<file path="src/pkg/p8g_pkg.sv">
// Constants and types shared by the port-eight GPIO and LCD pin-mux block
package p8g_pkg;

    // Port width and bus widths
    localparam int P8G_PINS = 8;
    localparam int P8G_AW = 16;
    localparam int P8G_DW = 32;
    localparam int P8G_BEW = 4;

    // Register indices, word addressed; byte address is four times the index
    localparam logic [15:0] P8G_IDX_LATCH = 16'hffdb;
    localparam logic [15:0] P8G_IDX_DIRECTION = 16'hffeb;
    localparam logic [15:0] P8G_IDX_LCD_CTRL = 16'hffc0;
    localparam logic [15:0] P8G_IDX_STATUS = 16'hffc1;

    // Reset values
    localparam logic [7:0] P8G_RST_LATCH = 8'h00;
    localparam logic [7:0] P8G_RST_DIRECTION = 8'h00;
    localparam logic [4:0] P8G_RST_LCD_CTRL = 5'h00;
    localparam logic [7:0] P8G_DIR_READ_VALUE = 8'hff;
    localparam logic [31:0] P8G_UNMAPPED_READ = 32'h0000_0000;

    // Field positions of lcd_port_control
    localparam int P8G_SEL_LSB = 0;
    localparam int P8G_SEL_W = 4;
    localparam int P8G_EXPAND_BIT = 4;
    localparam logic [3:0] P8G_SEL_GPIO = 4'h0;

    // Field positions of the status register
    localparam int P8G_ST_GPIO_LSB = 0;
    localparam int P8G_ST_OE_LSB = 8;
    localparam int P8G_ST_MODE_LSB = 16;

    // Pins carrying the external LCD interface when expansion is on
    localparam int P8G_PIN_LATCH = 7;
    localparam int P8G_PIN_SHIFT = 6;
    localparam int P8G_PIN_SERIAL = 5;
    localparam int P8G_PIN_AC = 4;
    localparam int P8G_EXT_LSB = 4;

    // Operating modes of the chip
    typedef enum logic [2:0] {
        P8G_MODE_ACTIVE = 3'b000,
        P8G_MODE_SUBACTIVE = 3'b001,
        P8G_MODE_SLEEP = 3'b010,
        P8G_MODE_SUBSLEEP = 3'b011,
        P8G_MODE_WATCH = 3'b100,
        P8G_MODE_STANDBY = 3'b101
    } p8g_mode_t;

    // Bus handshake states
    typedef enum logic [0:0] {
        P8G_BUS_IDLE = 1'b0,
        P8G_BUS_DONE = 1'b1
    } p8g_bus_state_t;

    // Avalon-MM request from the master
    typedef struct packed {
        logic read;
        logic write;
        logic [P8G_AW-1:0] address;
        logic [P8G_DW-1:0] writedata;
        logic [P8G_BEW-1:0] byteenable;
    } p8g_av_req_t;

    // Signals from the LCD controller, routed only
    typedef struct packed {
        logic [7:0] glass_line;
        logic lcd_latch_pulse;
        logic lcd_shift_pulse;
        logic serial_data;
        logic ac_drive;
    } p8g_lcd_t;

endpackage

</file>
<file path="src/hdl/p8g_top.sv">
// Port-eight GPIO with LCD pin sharing, Avalon-MM register slave
// Contract
// RULE1 - Direction bit 1 makes the pin an output, 0 an input.
// RULE2 - Direction and latch act only on pins the select field leaves as GPIO.
// RULE3 - Reset clears the direction register, so all pins start as inputs.
// RULE4 - Direction register is write-only and always reads as all ones.
// RULE5 - Pin 7: port, glass line 32, or latch pulse when expansion is on.
// RULE6 - Pin 6: port, glass line 31, or shift pulse when expansion is on.
// RULE7 - Pin 5: port, glass line 30, or serial data when expansion is on.
// RULE8 - Pin 4: port, glass line 29, or AC drive when expansion is on.
// RULE9 - Pins 3 to 0: port at select zero, else glass line n+25.
// RULE10 - Pins float in reset and standby, hold in sleeps, run when active.
// RULE11 - Latch read gives stored bit for outputs, pin level for inputs.
// RULE12 - Reset clears the port latch register to all zeros.
// RULE13 - A GPIO output pin drives its latch bit.
// RULE14 - Glass and external LCD values come from the LCD controller, routed only.
`timescale 1ns/10ps
module p8g_top (
    input wire logic clk,
    input wire logic rstn,
    input wire p8g_pkg::p8g_av_req_t av_req,
    output logic [p8g_pkg::P8G_DW-1:0] av_readdata,
    output logic av_waitrequest,
    input wire p8g_pkg::p8g_mode_t op_mode,
    input wire p8g_pkg::p8g_lcd_t lcd_in,
    input wire logic [7:0] port_eight_pin_in,
    output logic [7:0] port_eight_pin_out,
    output logic [7:0] port_eight_pin_oe
);
    import p8g_pkg::*;

    // Reset release
    logic [1:0] rst_sync_q;
    logic rst_n;

    // Bus
    p8g_bus_state_t bus_state_q;
    p8g_bus_state_t bus_state_d;
    logic req_any;
    logic wr_lane0;
    logic do_write;

    // Registers
    logic [7:0] port8_direction_q;
    logic [7:0] port8_latch_q;
    logic [4:0] lcd_port_control_q;
    logic [3:0] segment_select_field;
    logic external_lcd_expand;

    // Pins
    logic [7:0] pin_level;
    logic [7:0] mux_val;
    logic [7:0] mux_oe;
    logic [7:0] gpio_mask;
    logic [31:0] read_value;

    function automatic logic hit(input logic [P8G_AW-1:0] addr,
                                 input logic [15:0] idx);
        hit = (addr == idx);
    endfunction

    // Stored bit for outputs, synchronised level for inputs
    function automatic logic [7:0] port_read(input logic [7:0] dir,
                                             input logic [7:0] stored,
                                             input logic [7:0] level);
        port_read = (dir & stored) | (~dir & level);
    endfunction

    always_ff @(posedge clk or negedge rstn) begin
        if (!rstn) begin
            rst_sync_q <= 2'b00;
        end else begin
            rst_sync_q <= {rst_sync_q[0], 1'b1};
        end
    end

    assign rst_n = rst_sync_q[1];

    assign segment_select_field = lcd_port_control_q[P8G_SEL_LSB +: P8G_SEL_W];
    assign external_lcd_expand = lcd_port_control_q[P8G_EXPAND_BIT];

    p8g_sync #(
        .W(P8G_PINS)
    ) u_sync (
        .clk(clk),
        .rst_n(rst_n),
        .async_in(port_eight_pin_in),
        .sync_out(pin_level)
    );

    p8g_pin_mux u_mux (
        .direction(port8_direction_q),
        .latch(port8_latch_q),
        .segment_select_field(segment_select_field),
        .external_lcd_expand(external_lcd_expand),
        .lcd(lcd_in),
        .drive_val(mux_val),
        .drive_oe(mux_oe),
        .gpio_mask(gpio_mask)
    );

    // Bus handshake: request taken in idle, answered one cycle later
    assign req_any = av_req.read || av_req.write;
    assign wr_lane0 = av_req.write && av_req.byteenable[0];
    assign do_write = (bus_state_q == P8G_BUS_DONE) && wr_lane0;

    always_comb begin
        case (bus_state_q)
            P8G_BUS_IDLE: begin
                if (req_any) begin
                    bus_state_d = P8G_BUS_DONE;
                end else begin
                    bus_state_d = P8G_BUS_IDLE;
                end
            end
            P8G_BUS_DONE: begin
                bus_state_d = P8G_BUS_IDLE;
            end
            default: begin
                bus_state_d = P8G_BUS_IDLE;
            end
        endcase
    end

    always_ff @(posedge clk or negedge rst_n) begin
        if (!rst_n) begin
            bus_state_q <= P8G_BUS_IDLE;
        end else begin
            bus_state_q <= bus_state_d;
        end
    end

    // Waitrequest low exactly in the answering cycle
    always_ff @(posedge clk or negedge rst_n) begin
        if (!rst_n) begin
            av_waitrequest <= 1'b1;
        end else begin
            av_waitrequest <= (bus_state_d != P8G_BUS_DONE);
        end
    end

    // Read mux
    always_comb begin
        read_value = P8G_UNMAPPED_READ;
        if (hit(av_req.address, P8G_IDX_LATCH)) begin
            read_value[7:0] = port_read(port8_direction_q, port8_latch_q,
                                        pin_level); // RULE11
        end else if (hit(av_req.address, P8G_IDX_DIRECTION)) begin
            read_value[7:0] = P8G_DIR_READ_VALUE; // RULE4
        end else if (hit(av_req.address, P8G_IDX_LCD_CTRL)) begin
            read_value[4:0] = lcd_port_control_q;
        end else if (hit(av_req.address, P8G_IDX_STATUS)) begin
            read_value[P8G_ST_GPIO_LSB +: 8] = gpio_mask;
            read_value[P8G_ST_OE_LSB +: 8] = port_eight_pin_oe;
            read_value[P8G_ST_MODE_LSB +: 3] = op_mode;
        end
    end

    // Read data captured when the request is taken, stands through the answer
    always_ff @(posedge clk or negedge rst_n) begin
        if (!rst_n) begin
            av_readdata <= '0;
        end else if (bus_state_q == P8G_BUS_IDLE && av_req.read) begin
            av_readdata <= read_value;
        end
    end

    // Direction register
    always_ff @(posedge clk or negedge rst_n) begin
        if (!rst_n) begin
            port8_direction_q <= P8G_RST_DIRECTION; // RULE3
        end else if (do_write && hit(av_req.address, P8G_IDX_DIRECTION)) begin
            port8_direction_q <= av_req.writedata[7:0]; // RULE1
        end
    end

    // Port latch register
    always_ff @(posedge clk or negedge rst_n) begin
        if (!rst_n) begin
            port8_latch_q <= P8G_RST_LATCH; // RULE12
        end else if (do_write && hit(av_req.address, P8G_IDX_LATCH)) begin
            port8_latch_q <= av_req.writedata[7:0];
        end
    end

    // LCD port control: select field and expansion bit
    always_ff @(posedge clk or negedge rst_n) begin
        if (!rst_n) begin
            lcd_port_control_q <= P8G_RST_LCD_CTRL;
        end else if (do_write && hit(av_req.address, P8G_IDX_LCD_CTRL)) begin
            lcd_port_control_q <= av_req.writedata[4:0];
        end
    end

    // Pin drivers by operating mode
    always_ff @(posedge clk or negedge rst_n) begin
        if (!rst_n) begin
            port_eight_pin_oe <= 8'h00; // RULE10
        end else begin
            case (op_mode)
                P8G_MODE_ACTIVE, P8G_MODE_SUBACTIVE: begin
                    port_eight_pin_oe <= mux_oe; // RULE2
                end
                P8G_MODE_SLEEP, P8G_MODE_SUBSLEEP, P8G_MODE_WATCH: begin
                    port_eight_pin_oe <= port_eight_pin_oe; // RULE10
                end
                P8G_MODE_STANDBY: begin
                    port_eight_pin_oe <= 8'h00; // RULE10
                end
                default: begin
                    port_eight_pin_oe <= 8'h00;
                end
            endcase
        end
    end

    always_ff @(posedge clk or negedge rst_n) begin
        if (!rst_n) begin
            port_eight_pin_out <= 8'h00;
        end else begin
            case (op_mode)
                P8G_MODE_ACTIVE, P8G_MODE_SUBACTIVE: begin
                    port_eight_pin_out <= mux_val; // RULE13 RULE14
                end
                default: begin
                    port_eight_pin_out <= port_eight_pin_out; // RULE10
                end
            endcase
        end
    end
endmodule

</file>
<file path="src/hdl/p8g_sync.sv">
// Three-stage input synchroniser with agreement filter for the port pins
`timescale 1ns/10ps
module p8g_sync #(
    parameter int W = 8
) (
    input wire logic clk,
    input wire logic rst_n,
    input wire logic [W-1:0] async_in,
    output logic [W-1:0] sync_out
);
    logic [W-1:0] s1_q;
    logic [W-1:0] s2_q;
    logic [W-1:0] s3_q;

    always_ff @(posedge clk or negedge rst_n) begin
        if (!rst_n) begin
            s1_q <= '0;
            s2_q <= '0;
            s3_q <= '0;
        end else begin
            s1_q <= async_in;
            s2_q <= s1_q;
            s3_q <= s2_q;
        end
    end

    // A bit changes only once stages two and three agree
    always_ff @(posedge clk or negedge rst_n) begin
        if (!rst_n) begin
            sync_out <= '0;
        end else begin
            for (int i = 0; i < W; i++) begin
                if (s2_q[i] == s3_q[i]) begin
                    sync_out[i] <= s3_q[i];
                end
            end
        end
    end
endmodule

</file>
<file path="src/hdl/p8g_pin_mux.sv">
// Per-pin function select: port pin, glass line or external LCD signal
`timescale 1ns/10ps
module p8g_pin_mux (
    input wire logic [7:0] direction,
    input wire logic [7:0] latch,
    input wire logic [3:0] segment_select_field,
    input wire logic external_lcd_expand,
    input wire p8g_pkg::p8g_lcd_t lcd,
    output logic [7:0] drive_val,
    output logic [7:0] drive_oe,
    output logic [7:0] gpio_mask
);
    import p8g_pkg::*;

    logic sel_zero;
    logic [7:0] ext_val;

    assign sel_zero = (segment_select_field == P8G_SEL_GPIO);

    always_comb begin
        // Indexed by pin number so no lane index can go negative
        ext_val = 8'h00;
        ext_val[P8G_PIN_LATCH] = lcd.lcd_latch_pulse;
        ext_val[P8G_PIN_SHIFT] = lcd.lcd_shift_pulse;
        ext_val[P8G_PIN_SERIAL] = lcd.serial_data;
        ext_val[P8G_PIN_AC] = lcd.ac_drive;
        for (int i = 0; i < 8; i++) begin
            // Port pin only when select is zero and, on upper pins, expansion off
            if (sel_zero && (i < P8G_EXT_LSB || !external_lcd_expand)) begin
                gpio_mask[i] = 1'b1; // RULE2
                drive_oe[i] = direction[i]; // RULE1 RULE9
                drive_val[i] = latch[i]; // RULE13
            end else if (sel_zero) begin
                gpio_mask[i] = 1'b0;
                drive_oe[i] = 1'b1; // RULE5 RULE6 RULE7 RULE8
                drive_val[i] = ext_val[i]; // RULE14
            end else begin
                gpio_mask[i] = 1'b0;
                drive_oe[i] = 1'b1; // RULE5 RULE6 RULE7 RULE8 RULE9
                drive_val[i] = lcd.glass_line[i]; // RULE14
            end
        end
    end
endmodule

</file>
<file path="config.mk">
export PLATFORM = sky130hd
export DESIGN_NAME = p8g_top
export DESIGN_NICKNAME = d
export VERILOG_FILES = /design/src/pkg/p8g_pkg.sv /design/src/hdl/p8g_top.sv /design/src/hdl/p8g_sync.sv /design/src/hdl/p8g_pin_mux.sv
export SDC_FILE = /design/constraint.sdc
export NUM_CORES = 1
export LEC_CHECK = 0
export BUFFER_PORTS_ARGS = -buffer_cell sky130_fd_sc_hd__clkbuf_2
export CAP_MARGIN = 20
export CELL_PAD_IN_SITES_DETAIL_PLACEMENT = 0
export CELL_PAD_IN_SITES_GLOBAL_PLACEMENT = 1
export CORE_MARGIN = 4
export CORE_UTILIZATION = 35
export DETAILED_ROUTE_END_ITERATION = 10
export PLACE_DENSITY_LB_ADDON = 0.1
export REMOVE_ABC_BUFFERS = 1
export SYNTH_ARGS = -nofsm -noshare
export SYNTH_HDL_FRONTEND = slang
export SYNTH_SLANG_ARGS = --single-unit
</file>
<file path="constraint.sdc">
create_clock -name clk -period 2.7 [get_ports clk]
set_input_delay 0.54 -clock clk [delete_from_list [all_inputs] [get_ports clk]]
set_output_delay 0.54 -clock clk [all_outputs]
set_load 0.1 [all_outputs]
</file>
==> metrics.cfg, run 1 <==
[run_status]
status = complete, no violations

[sta]
setup_ws_ns = 0.621
worstMarginPinSlew_ns = 0.695
slew_violations = 0
hold_viol_final = 0
fmax_mhz = 481
fin_skew_ns = 0.0107
slew_headroom_pct = 53.6
rsz0062_at_grt = no
min_period_over_period_pct = 77.0
whs_ns = 0.269
finalSetupViolCount = 0
period_minus_slack_ns = 2.08

[clock_tree]
clk_pin_slew_ns = 0.10
clk_latency_ns = 0.37
root_buffer = clkbuf_8
post_cts_buffers = 0
cts.htree.levels = 3
clockBufferDepth = 2
cts_made_buffers = 9
tritoncts = done
cts_sinks = 92

[placed_design]
place_area_sq_mm = 0.00435
dp_slack_ns = 0.253
globalplace.congestion = 0.761
port_buffers = 87
dp_hpwl_um = 6470

[worst_setup_path]
worstSetupPathType = in2reg
cp_slowest_stage_delay_ns = 0.59
crit_chain = clkbuf_2, or4_4, nor4_1, and4_1, mux2_1
crit_family = simple AND/OR/NAND/NOR gates
critPathLaunchType = primary input
path_buf_inv = 1
critical_path_arrival_ns = 2.33
reg2reg_depth = 4
crit_required_ns = 2.95
startpoint = av_req[37]
worstReg2RegStart = lcd_port_control_q[0]
cp-end-kind = flip-flop
reg2reg_slack_ns = 0.91
worstReg2RegEnd = av_readdata[2]
path_max_fanout = 5
slowest_stage = or4_4

[synthesis]
synth-xor-area-share_pct = 0.231
syn_inst = 294
synthSimpleGateAreaFrac_pct = 11.2
synth-seq-area-share_pct = 60.7
ys_seq_elements = 92
syn_avg_cell_area_sq_um = 12.9
synth_warnings = 0
synthAdderAreaFrac_pct = 2.11
yosysUniqueCellTypes = 42
synth_top_cell_by_area = dfrtp_1
synth_compound_area_share_pct = 10.6
synth_top_area_share_pct = 60.0
synthMuxAreaShare_pct = 10.6
syn_area_sq_mm = 0.00379
synthTopCellsByArea = dfrtp_1 60%, mux2_1 5.9%, mux2i_1 3.2%
synth_top_family_by_area = simple AND/OR/NAND/NOR gates

[floorplanning]
initial_core_util_pct = 36.4
die_w_um = 112
die_y_um = 112
dieArea_sq_mm = 0.0126
io_pins = 128
coreArea_sq_mm = 0.0104
core.rowCount = 37

[global_routing]
grt_first_pass_wirelength_um = 14100
grt_overflow = 0
grt_pass1_vias = 2640
antenna_found_initial = 0
grt_max_degree = 53
grt_usage_pct = 14.2

[pwr]
p_leak_nw = 2.22
p_per_area_mw_per_mm2 = 620
peakVddDrop_mv = 0.304

[finish]
areaGrowthSynthToFinish_pct = 20.0
antenna_cells = 0
nets = 463
layout-drive-gt1-share_pct = 33.2
stdcell_area_sq_mm = 0.00455

[hold_path]
hold_end = u_sync.s1_q[5]
hold_start = port_eight_pin_in[5]
hold_path.class = in2reg
holdPathStages = 1

[route]
via_per_inst = 4.88
vias = 2561
firstDrtPassIters = 4
drc_errors = 0
drt.antenna.violating_nets = 0
drt-initial-drc-count = 84
totalWireLength_um = 8730
post_drt_wl_per_cell_um = 16.6

[job]
max_cap_viol_count = 0

cell type report:
| type | instances | area [sq um] |
|---|---|---|
| timing repair buffer | 95 | 510 |
| sequential | 92 | 2310 |
| fill | 1028 | 5870 |
| tap | 136 | 170 |
| multi-input combinational | 185 | 1370 |
| inverter | 1 | 3.75 |
| clock inverter | 7 | 65.1 |
| clock buffer | 9 | 124 |
worst max-delay path by stage:
stage	to	slack, ns	cells past startpoint
after floorplan	av_readdata[0]	-0.05	0
after global placement	port8_latch_q[6]	0.27	5
after detailed placement	lcd_port_control_q[3]	0.25	5
after CTS	lcd_port_control_q[3]	0.65	5
after global routing	port8_latch_q[2]	0.57	5
final	lcd_port_control_q[3]	0.62	5
stage by stage:
step | power [W] | TNS (ns) | utilization (%) | std cells
floorplan | 0.00183 | -4.50 | - | 278
global placement | 0.00195 | 0 | 41.8 | 508
detailed placement | 0.00195 | 0 | 41.8 | 508
CTS | 0.00288 | 0 | 43.7 | 525
global route | 0.00295 | 0 | 43.7 | 525
finish | 0.00282 | 0 | 43.7 | 525
timing repair:
| item | CTS | global route |
|---|---|---|
| endpoints found under the hold margin | 2 | 0 |
| hold buffers | 1 | 0 |
| endpoints found under the setup margin | 0 | 0 |
| resized for setup | 0 | 0 |
report_power, final:
group,internal [W],total (W),switching (W)
Sequential,0.00143,0.00148,0.0000464
Combinational,0.0000905,0.000440,0.000349
Clock,0.000358,0.000901,0.000543
cell usage after synthesis, drive strengths merged:
library cell / count
xnor2: 1
inv: 1
dfstp: 1
o22ai: 9
or2: 2
nand4b: 3
a22oi: 1
mux2i: 12
nand2b: 1
mux2: 25
and4: 1
or4bb: 1
a221oi: 4
buf: 17
nand2: 17
nor3b: 1
a21oi: 12
or4: 2
nor4: 9
conb: 2
nor2: 18
dfrtp: 91
nand4: 4
a211oi: 5
maj3: 8
a22o: 11
a2bb2oi: 8
nor3: 5
nor2b: 2
o21ai: 8
clkbuf: 11
and4b: 1
cells by family after synthesis:
kind of cell | after synthesis
buffers and inverters | 29
AO/OA/AOI/OAI | 58
XOR/XNOR | 1
adder cells (fa/ha/maj) | 8
multiplexers | 37
other | 2
flip-flops | 92
AND/OR/NAND/NOR | 67
routing by layer:
metal	vias to the layer above	track usage, %	wire, um
met4	0	4.65	120
li1	1225	-	-
met1	1246	18.1	3960
met3	11	4.10	533
met2	79	23.5	4120
met5	-	0	0
cell usage in the layout (no fill, tap or decap), types with 2 or more instances in the layout:
cell type / n
dfrtp_1: 90
clkbuf_2: 87
mux2_1: 20
nor2_1: 18
nand2_1: 17
conb_1: 14
a21oi_1: 12
mux2i_1: 12
a22o_1: 11
o22ai_1: 9
clkbuf_8: 9
a2bb2oi_1: 8
maj3_1: 8
nor4_1: 6
buf_4: 6
mux2_2: 5
a211oi_1: 5
inv_6: 5
a221oi_1: 4
nor3_1: 4
o21ai_1: 4
o21ai_0: 4
nand4_2: 3
or2_2: 2
nand4b_1: 2
nor2b_1: 2
nor4_2: 2
sequential cells by signal, indices dropped and copies added (netlist names):
name	count
bus_state_q	1
port_eight_pin_oe	8
u_sync.s3_q	8
av_readdata	19
port8_direction_q	8
port_eight_pin_out	8
lcd_port_control_q	5
u_sync.s2_q	8
rst_sync_q	2
port8_latch_q	8
av_waitrequest	1
u_sync.s1_q	8
u_sync.sync_out	8
worst reg2reg max path, delay by kind of cell, from the launching register on:
kind	cells	cell delay, ns
compound gates	3	0.72
simple gates	1	0.56
flops	1	0.42
No activity file was read; power rests on OpenSTA's default activity.
==> run 2: changes to the inputs <==
- clock period: 2.7 -> 1.9 ns (I/O delays scaled with it)
==> run 2 against run 1 <==
  * Flip-flop and latch count unchanged
  * Cell area grew 3.8%
  * Largest power group unchanged
  * Via count rose by 3.6%
  * Critical path depth unchanged
  * Core utilization increased by 1.7 points
  * Wire length up 2.1%
  * Clock skew about the same
  * Power increased by 43%
  * Sequential share of layout area is 1.9 points lower
  * Critical path type is now reg2reg
==> metrics.cfg, run 2 (same netlist as run 1, synthesis figures left out) <==
[finish]
antenna_cells = 0  ; unchanged
fillers = 986  ; was 1028
largest_reg_flops = 19  ; unchanged
stdcell_count = 548  ; was 525
multi_input_area_sq_mm = 0.00137  ; unchanged
nets = 486  ; was 463
top_register = av_readdata  ; unchanged
seq_area_sq_mm = 0.00231  ; unchanged
areaGrowthSynthToFinish_pct = 24.6  ; was 20.0%
final_common_cell = dfrtp_1  ; unchanged
final_cell_mix = 90 x dfrtp_1, 87 x clkbuf_2, 29 x buf_4  ; was 90 x dfrtp_1, 87 x clkbuf_2, 20 x mux2_1
layout-drive-gt1-share_pct = 36.9  ; was 33.2%

[hold_path]
holdPathStages = 1  ; unchanged
hold_start = port_eight_pin_in[3]  ; was port_eight_pin_in[5]
hold_path.class = in2reg  ; unchanged
hold_end = u_sync.s1_q[3]  ; was u_sync.s1_q[5]

[floorplanning]
initial_core_util_pct = 36.4  ; unchanged
dieArea_sq_mm = 0.0126  ; unchanged
die_y_um = 112  ; unchanged
die_w_um = 112  ; unchanged
core.rowCount = 37  ; unchanged
coreArea_sq_mm = 0.0104  ; unchanged
io_pins = 128  ; unchanged

[global_routing]
grt_first_pass_wirelength_um = 14900  ; was 14100 um
grt_overflow = 0  ; unchanged
grt_usage_pct = 14.7  ; was 14.2%
grt_pass1_vias = 2837  ; was 2640
grt_max_degree = 44  ; was 53
antenna_found_initial = 0  ; unchanged

[clock_tree]
cts_made_buffers = 9  ; unchanged
cts.htree.levels = 3  ; unchanged
cts_sinks = 92  ; unchanged
clk_pin_slew_ns = 0.10  ; about the same
clk_latency_ns = 0.36  ; was 0.37 ns
root_buffer = clkbuf_8  ; unchanged
post_cts_buffers = 0  ; unchanged
clockBufferDepth = 2  ; unchanged
tritoncts = done  ; unchanged
ctsHoldBuffers = 1  ; unchanged
ctsResizeCount = 0  ; unchanged

[sta]
period_minus_slack_ns = 1.81
slew_headroom_pct = 60.4  ; was 53.6%
rsz0062_at_grt = no  ; unchanged
hold_viol_final = 0  ; unchanged
slew_violations = 0  ; unchanged
min_period_over_period_pct = 95.3
fmax_mhz = 552
finalSetupViolCount = 0  ; unchanged
worstMarginPinSlew_ns = 0.592  ; was 0.695 ns
setup_ws_ns = 0.0894  ; was 0.621 ns
fin_skew_ns = 0.0106  ; was 0.0107 ns

[route]
firstDrtPassIters = 4  ; unchanged
drt-initial-drc-count = 102  ; was 84
post_drt_wl_per_cell_um = 16.3  ; was 16.6 um
drc_errors = 0  ; unchanged
vias = 2654  ; was 2561
drt.antenna.violating_nets = 0  ; unchanged
totalWireLength_um = 8920  ; was 8730 um
via_per_inst = 4.84  ; was 4.88

[placed_design]
dp_hpwl_um = 6850  ; was 6470 um
dp_slack_ns = -0.218  ; was 0.253 ns
port_buffers = 87  ; unchanged
globalplace.congestion = 0.790  ; was 0.761
dp.cells = 531  ; was 508

[worst_setup_path]
path_max_fanout = 18  ; was 5
crit_required_ns = 2.14  ; was 2.95 ns
cp-end-kind = flip-flop  ; unchanged
worstSetupPathType = reg2reg  ; was in2reg
reg2reg_slack_ns = 0.09  ; was 0.91 ns
reg2reg_depth = 5  ; was 4
worstReg2RegStart = lcd_port_control_q[0]  ; unchanged
critPathLaunchType = flip-flop  ; was primary input
critical_path_arrival_ns = 2.05  ; was 2.33 ns
worstReg2RegEnd = port_eight_pin_oe[5]  ; was av_readdata[2]

[pwr]
intPower_w = 0.00269  ; was 0.00188 W
p_sw_w = 0.00134  ; was 0.000939 W
p_per_area_mw_per_mm2 = 853  ; was 620 mW/mm^2
p_seq_share_pct = 51.9  ; was 52.5%
peakVddDrop_mv = 0.405  ; was 0.304 mV
power_frac_comb_pct = 16.4  ; was 15.6%
pwr-share-clk_pct = 31.7  ; was 31.9%
p_leak_nw = 2.32  ; was 2.22 nW
switching_share_pct = 33.2  ; was 33.3%

[job]
max_cap_viol_count = 0  ; unchanged

[run_status]
status = complete, no violations  ; unchanged

## run 2: cell type report
cell class / count / area share [%]
Inverter: 1 / 0.0794
Timing Repair Buffer: 118 / 14.5
Multi-Input combinational cell: 185 / 29.0
Clock inverter: 7 / 1.40
Tap cell: 136 / 3.60
Clock buffer: 9 / 2.62
Sequential cell: 92 / 48.8
## run 2: worst max-delay path, cell delays in order, from the launching register on
cell and delay (ns):
dfrtp_1 0.42, or4_1 0.57, buf_4 0.24, nor3_1 0.20, a2bb2oi_1 0.18, o22ai_1 0.09
## run 2: metrics by stage
stage / setup TNS [ns] / util (%) / total power, W / area, sq um / hold WS (ns)
finish: 0 / 45.4 / 0.00403 / 4720 / 0.117
global route: 0 / 45.4 / 0.00421 / 4720 / 0.0892
CTS: 0 / 45.4 / 0.00410 / 4720 / 0.0965
detailed placement: -2.04 / 43.4 / 0.00280 / 4520 / 0.168
global placement: -2.24 / 43.4 / 0.00280 / 4520 / 0.166
floorplan: -76.70 / - / 0.00259 / 3680 / 0.0844
## run 2: worst max path at each step
| stage | startpoint | end | cells past startpoint |
|---|---|---|---|
| 3_3_place_gp | av_req[36] | lcd_port_control_q[3] | 5 |
| 4_1_cts | lcd_port_control_q[0] | port_eight_pin_oe[5] | 5 |
| 5_1_grt | av_req[36] | lcd_port_control_q[3] | 5 |
| 3_5_place_dp | av_req[36] | lcd_port_control_q[3] | 5 |
| 6_report | lcd_port_control_q[0] | port_eight_pin_oe[5] | 5 |
| 2_1_floorplan | rst_sync_q[1] | av_readdata[0] | 0 |
## run 2: power by group through the flow
stage	sequential (W)	combinational, W	clock (W)
after floorplan	0.00238	0.000216	0
after global placement	0.00213	0.000664	0
after detailed placement	0.00214	0.000665	0
after CTS	0.00210	0.000668	0.00133
after global routing	0.00211	0.000698	0.00140
final	0.00209	0.000659	0.00128
## run 2: routing by layer
layer | share of wire [%] | wire, um | vias to the layer above | GRT usage [%]
met3 | 5.4 | 483 | 4 | 4.31
met5 | 0 | 0 | - | 0
li1 | - | - | 1279 | -
met1 | 46 | 4090 | 1295 | 19.5
met2 | 48 | 4310 | 76 | 24.4
met4 | 0.46 | 41 | 0 | 2.80
==> run 3: changes to the inputs <==
- CORE_UTILIZATION: 35 -> 30
- GPL_TIMING_DRIVEN: unset -> 0
- PLACE_DENSITY: unset -> 0.65
- PLACE_DENSITY_LB_ADDON: 0.1 -> unset
==> run 3 against run 2 <==
  * Core utilization fell by 6.3 points
  * Sequential power about the same
  * Power up 15%
  * Clock skew down 0.0015 ns
  * Sequential share of layout area shrank 0.44 points
  * Critical path type is now in2reg
  * Highest routed layer unchanged
==> metrics.cfg, run 3 (same netlist as run 1, synthesis figures left out) <==
[floorplanning]
die_w_um = 120  ; was 112 um
io_pins = 128  ; unchanged
die_y_um = 120  ; was 112 um
coreArea_sq_mm = 0.0122  ; was 0.0104 sq mm
initial_core_util_pct = 31.1  ; was 36.4%
dieArea_sq_mm = 0.0145  ; was 0.0126 sq mm
core.rowCount = 40  ; was 37

[pwr]
p_seq_share_pct = 45.2  ; was 51.9%
p_total_w = 0.00465  ; was 0.00403 W
switching_share_pct = 28.5  ; was 33.2%
p_leak_nw = 2.28  ; was 2.32 nW
pwr-share-clk_pct = 41.2  ; was 31.7%
peakVddDrop_mv = 0.615  ; was 0.405 mV
p_per_area_mw_per_mm2 = 976  ; was 853 mW/mm^2
p_sw_w = 0.00132  ; was 0.00134 W
intPower_w = 0.00333  ; was 0.00269 W
power_frac_comb_pct = 13.6  ; was 16.4%

[clock_tree]
clockBufferDepth = 2  ; unchanged
root_buffer = clkbuf_16  ; was clkbuf_8
clk_pin_slew_ns = 0.07  ; was 0.10 ns
tritoncts = done  ; unchanged
cts_sinks = 92  ; unchanged
clk_latency_ns = 0.33  ; was 0.36 ns
cts.htree.levels = 3  ; unchanged
cts_made_buffers = 9  ; unchanged

[route]
drt-initial-drc-count = 107  ; was 102
drt.antenna.violating_nets = 0  ; unchanged
drc_errors = 0  ; unchanged
post_drt_wl_per_cell_um = 15.4  ; was 16.3 um
via_per_inst = 4.55  ; was 4.84
vias = 2523  ; was 2654
top_layer = met4  ; unchanged
totalWireLength_um = 8530  ; was 8920 um
firstDrtPassIters = 4  ; unchanged
wl_met2_um = 3940  ; was 4310 um
wl_met1_um = 3790  ; was 4090 um
dr_wl_met3_um = 709  ; was 483 um

[sta]
period_minus_slack_ns = 1.82  ; was 1.81 ns
fin_skew_ns = 0.00908  ; was 0.0106 ns
finalSetupViolCount = 0  ; unchanged
fmax_mhz = 550  ; was 552 MHz
min_period_over_period_pct = 95.7  ; was 95.3%
hold_viol_final = 0  ; unchanged
rsz0062_at_grt = no  ; unchanged
worstMarginPinSlew_ns = 0.899  ; was 0.592 ns
slew_headroom_pct = 39.5  ; was 60.4%
slew_violations = 0  ; unchanged

[finish]
stdcell_area_sq_mm = 0.00477  ; was 0.00472 sq mm
final_cell_mix = 90 x dfrtp_1, 87 x clkbuf_2, 20 x mux2_1  ; was 90 x dfrtp_1, 87 x clkbuf_2, 29 x buf_4
multi_input_area_sq_mm = 0.00142  ; was 0.00137 sq mm
seq_area_sq_mm = 0.00231  ; unchanged
antenna_cells = 0  ; unchanged
fin_util_pct = 39.0  ; was 45.4%
largest_reg_flops = 19  ; unchanged
fillers = 1216  ; was 986
layout-drive-gt1-share_pct = 34.4  ; was 36.9%
areaGrowthSynthToFinish_pct = 25.7  ; was 24.6%
top_register = av_readdata  ; unchanged
final_common_cell = dfrtp_1  ; unchanged
nets = 461  ; was 486

[job]
max_cap_viol_count = 0  ; unchanged

[placed_design]
dp_hpwl_um = 6240  ; was 6850 um
place_area_sq_mm = 0.00436  ; was 0.00452 sq mm
port_buffers = 87  ; unchanged
globalplace.congestion = 0.783  ; was 0.790

[global_routing]
grt_first_pass_wirelength_um = 13700  ; was 14900 um
antenna_found_initial = 0  ; unchanged
grt_max_degree = 53  ; was 44
grt_pass1_vias = 2506  ; was 2837
grt_overflow = 0  ; unchanged
grt_usage_pct = 12.2  ; was 14.7%

[worst_setup_path]
critPathLaunchType = primary input  ; was flip-flop
crit_required_ns = 2.12  ; was 2.14 ns
critical_path_arrival_ns = 2.04  ; was 2.05 ns
cp-end-kind = flip-flop  ; unchanged
path_max_fanout = 5  ; was 18
worstSetupPathType = in2reg  ; was reg2reg

[run_status]
status = complete, no violations  ; unchanged

[hold_path]
hold_path.class = in2reg  ; unchanged

run 3: through the flow:
step | setup TNS [ns] | hold slack, ns | setup slack (ns) | cells
final | 0 | 0.149 | 0.0808 | 555
after CTS | 0 | 0.134 | 0.0221 | 552
after global placement | -187.38 | 0.166 | -1.92 | 533
after detailed placement | -11.58 | 0.168 | -0.423 | 535
after global routing | 0 | 0.131 | 0.0155 | 555
after floorplan | -76.70 | 0.0844 | -0.851 | 278
run 3: metal layers:
layer / vias up / GRT usage [%]
met5: - / 0
met4: 0 / 2.76
met3: 10 / 4.21
met2: 82 / 19.2
met1: 1199 / 16.2
li1: 1232 / -
run 3: power by group through the flow:
stage | clock network, W | logic, W | registers [W]
floorplan | 0 | 0.000216 | 0.00238
global placement | 0 | 0.000599 | 0.00216
detailed placement | 0 | 0.000630 | 0.00214
CTS | 0.00198 | 0.000637 | 0.00210
global route | 0.00207 | 0.000676 | 0.00212
finish | 0.00192 | 0.000634 | 0.00210
run 3: final cells by class:
type	instances	share of cell area [%]
Inverter	1	0.0787
Timing Repair Buffer	93	10.5
Clock buffer	9	4.72
Tap cell	168	4.41
Clock inverter	7	2.05
Multi-Input combinational cell	185	29.8
Sequential cell	92	48.4
run 3: worst max-delay path, stage by stage:
cell and delay [ns]:
clkbuf_2 0.11, or4_4 0.60, nor4_1 0.24, and4_2 0.37
mux2_1 0.34
run 3: repair_timing:
action,CTS,global route
pin swaps,0,1
resized for setup,6,4
endpoints found under the hold margin,2,0
setup buffers,0,3
hold buffers,1,0
setup endpoints to repair,33,28
run 3: final timing paths:
check / start / endpoint / slack (ns) / cells past startpoint
max: av_req[37] / lcd_port_control_q[0] / 0.08 / 5
min: port_eight_pin_in[6] / u_sync.s1_q[6] / 0.15 / 1
max reg2reg: lcd_port_control_q[3] / port_eight_pin_oe[7] / 0.13 / 5
min reg2reg: rst_sync_q[1] / port_eight_pin_out[3] / 0.31 / 0
max in group asynchronous: rst_sync_q[1] / av_waitrequest / 0.90 / 1
min in group asynchronous: rst_sync_q[1] / port_eight_pin_out[3] / 0.31 / 0
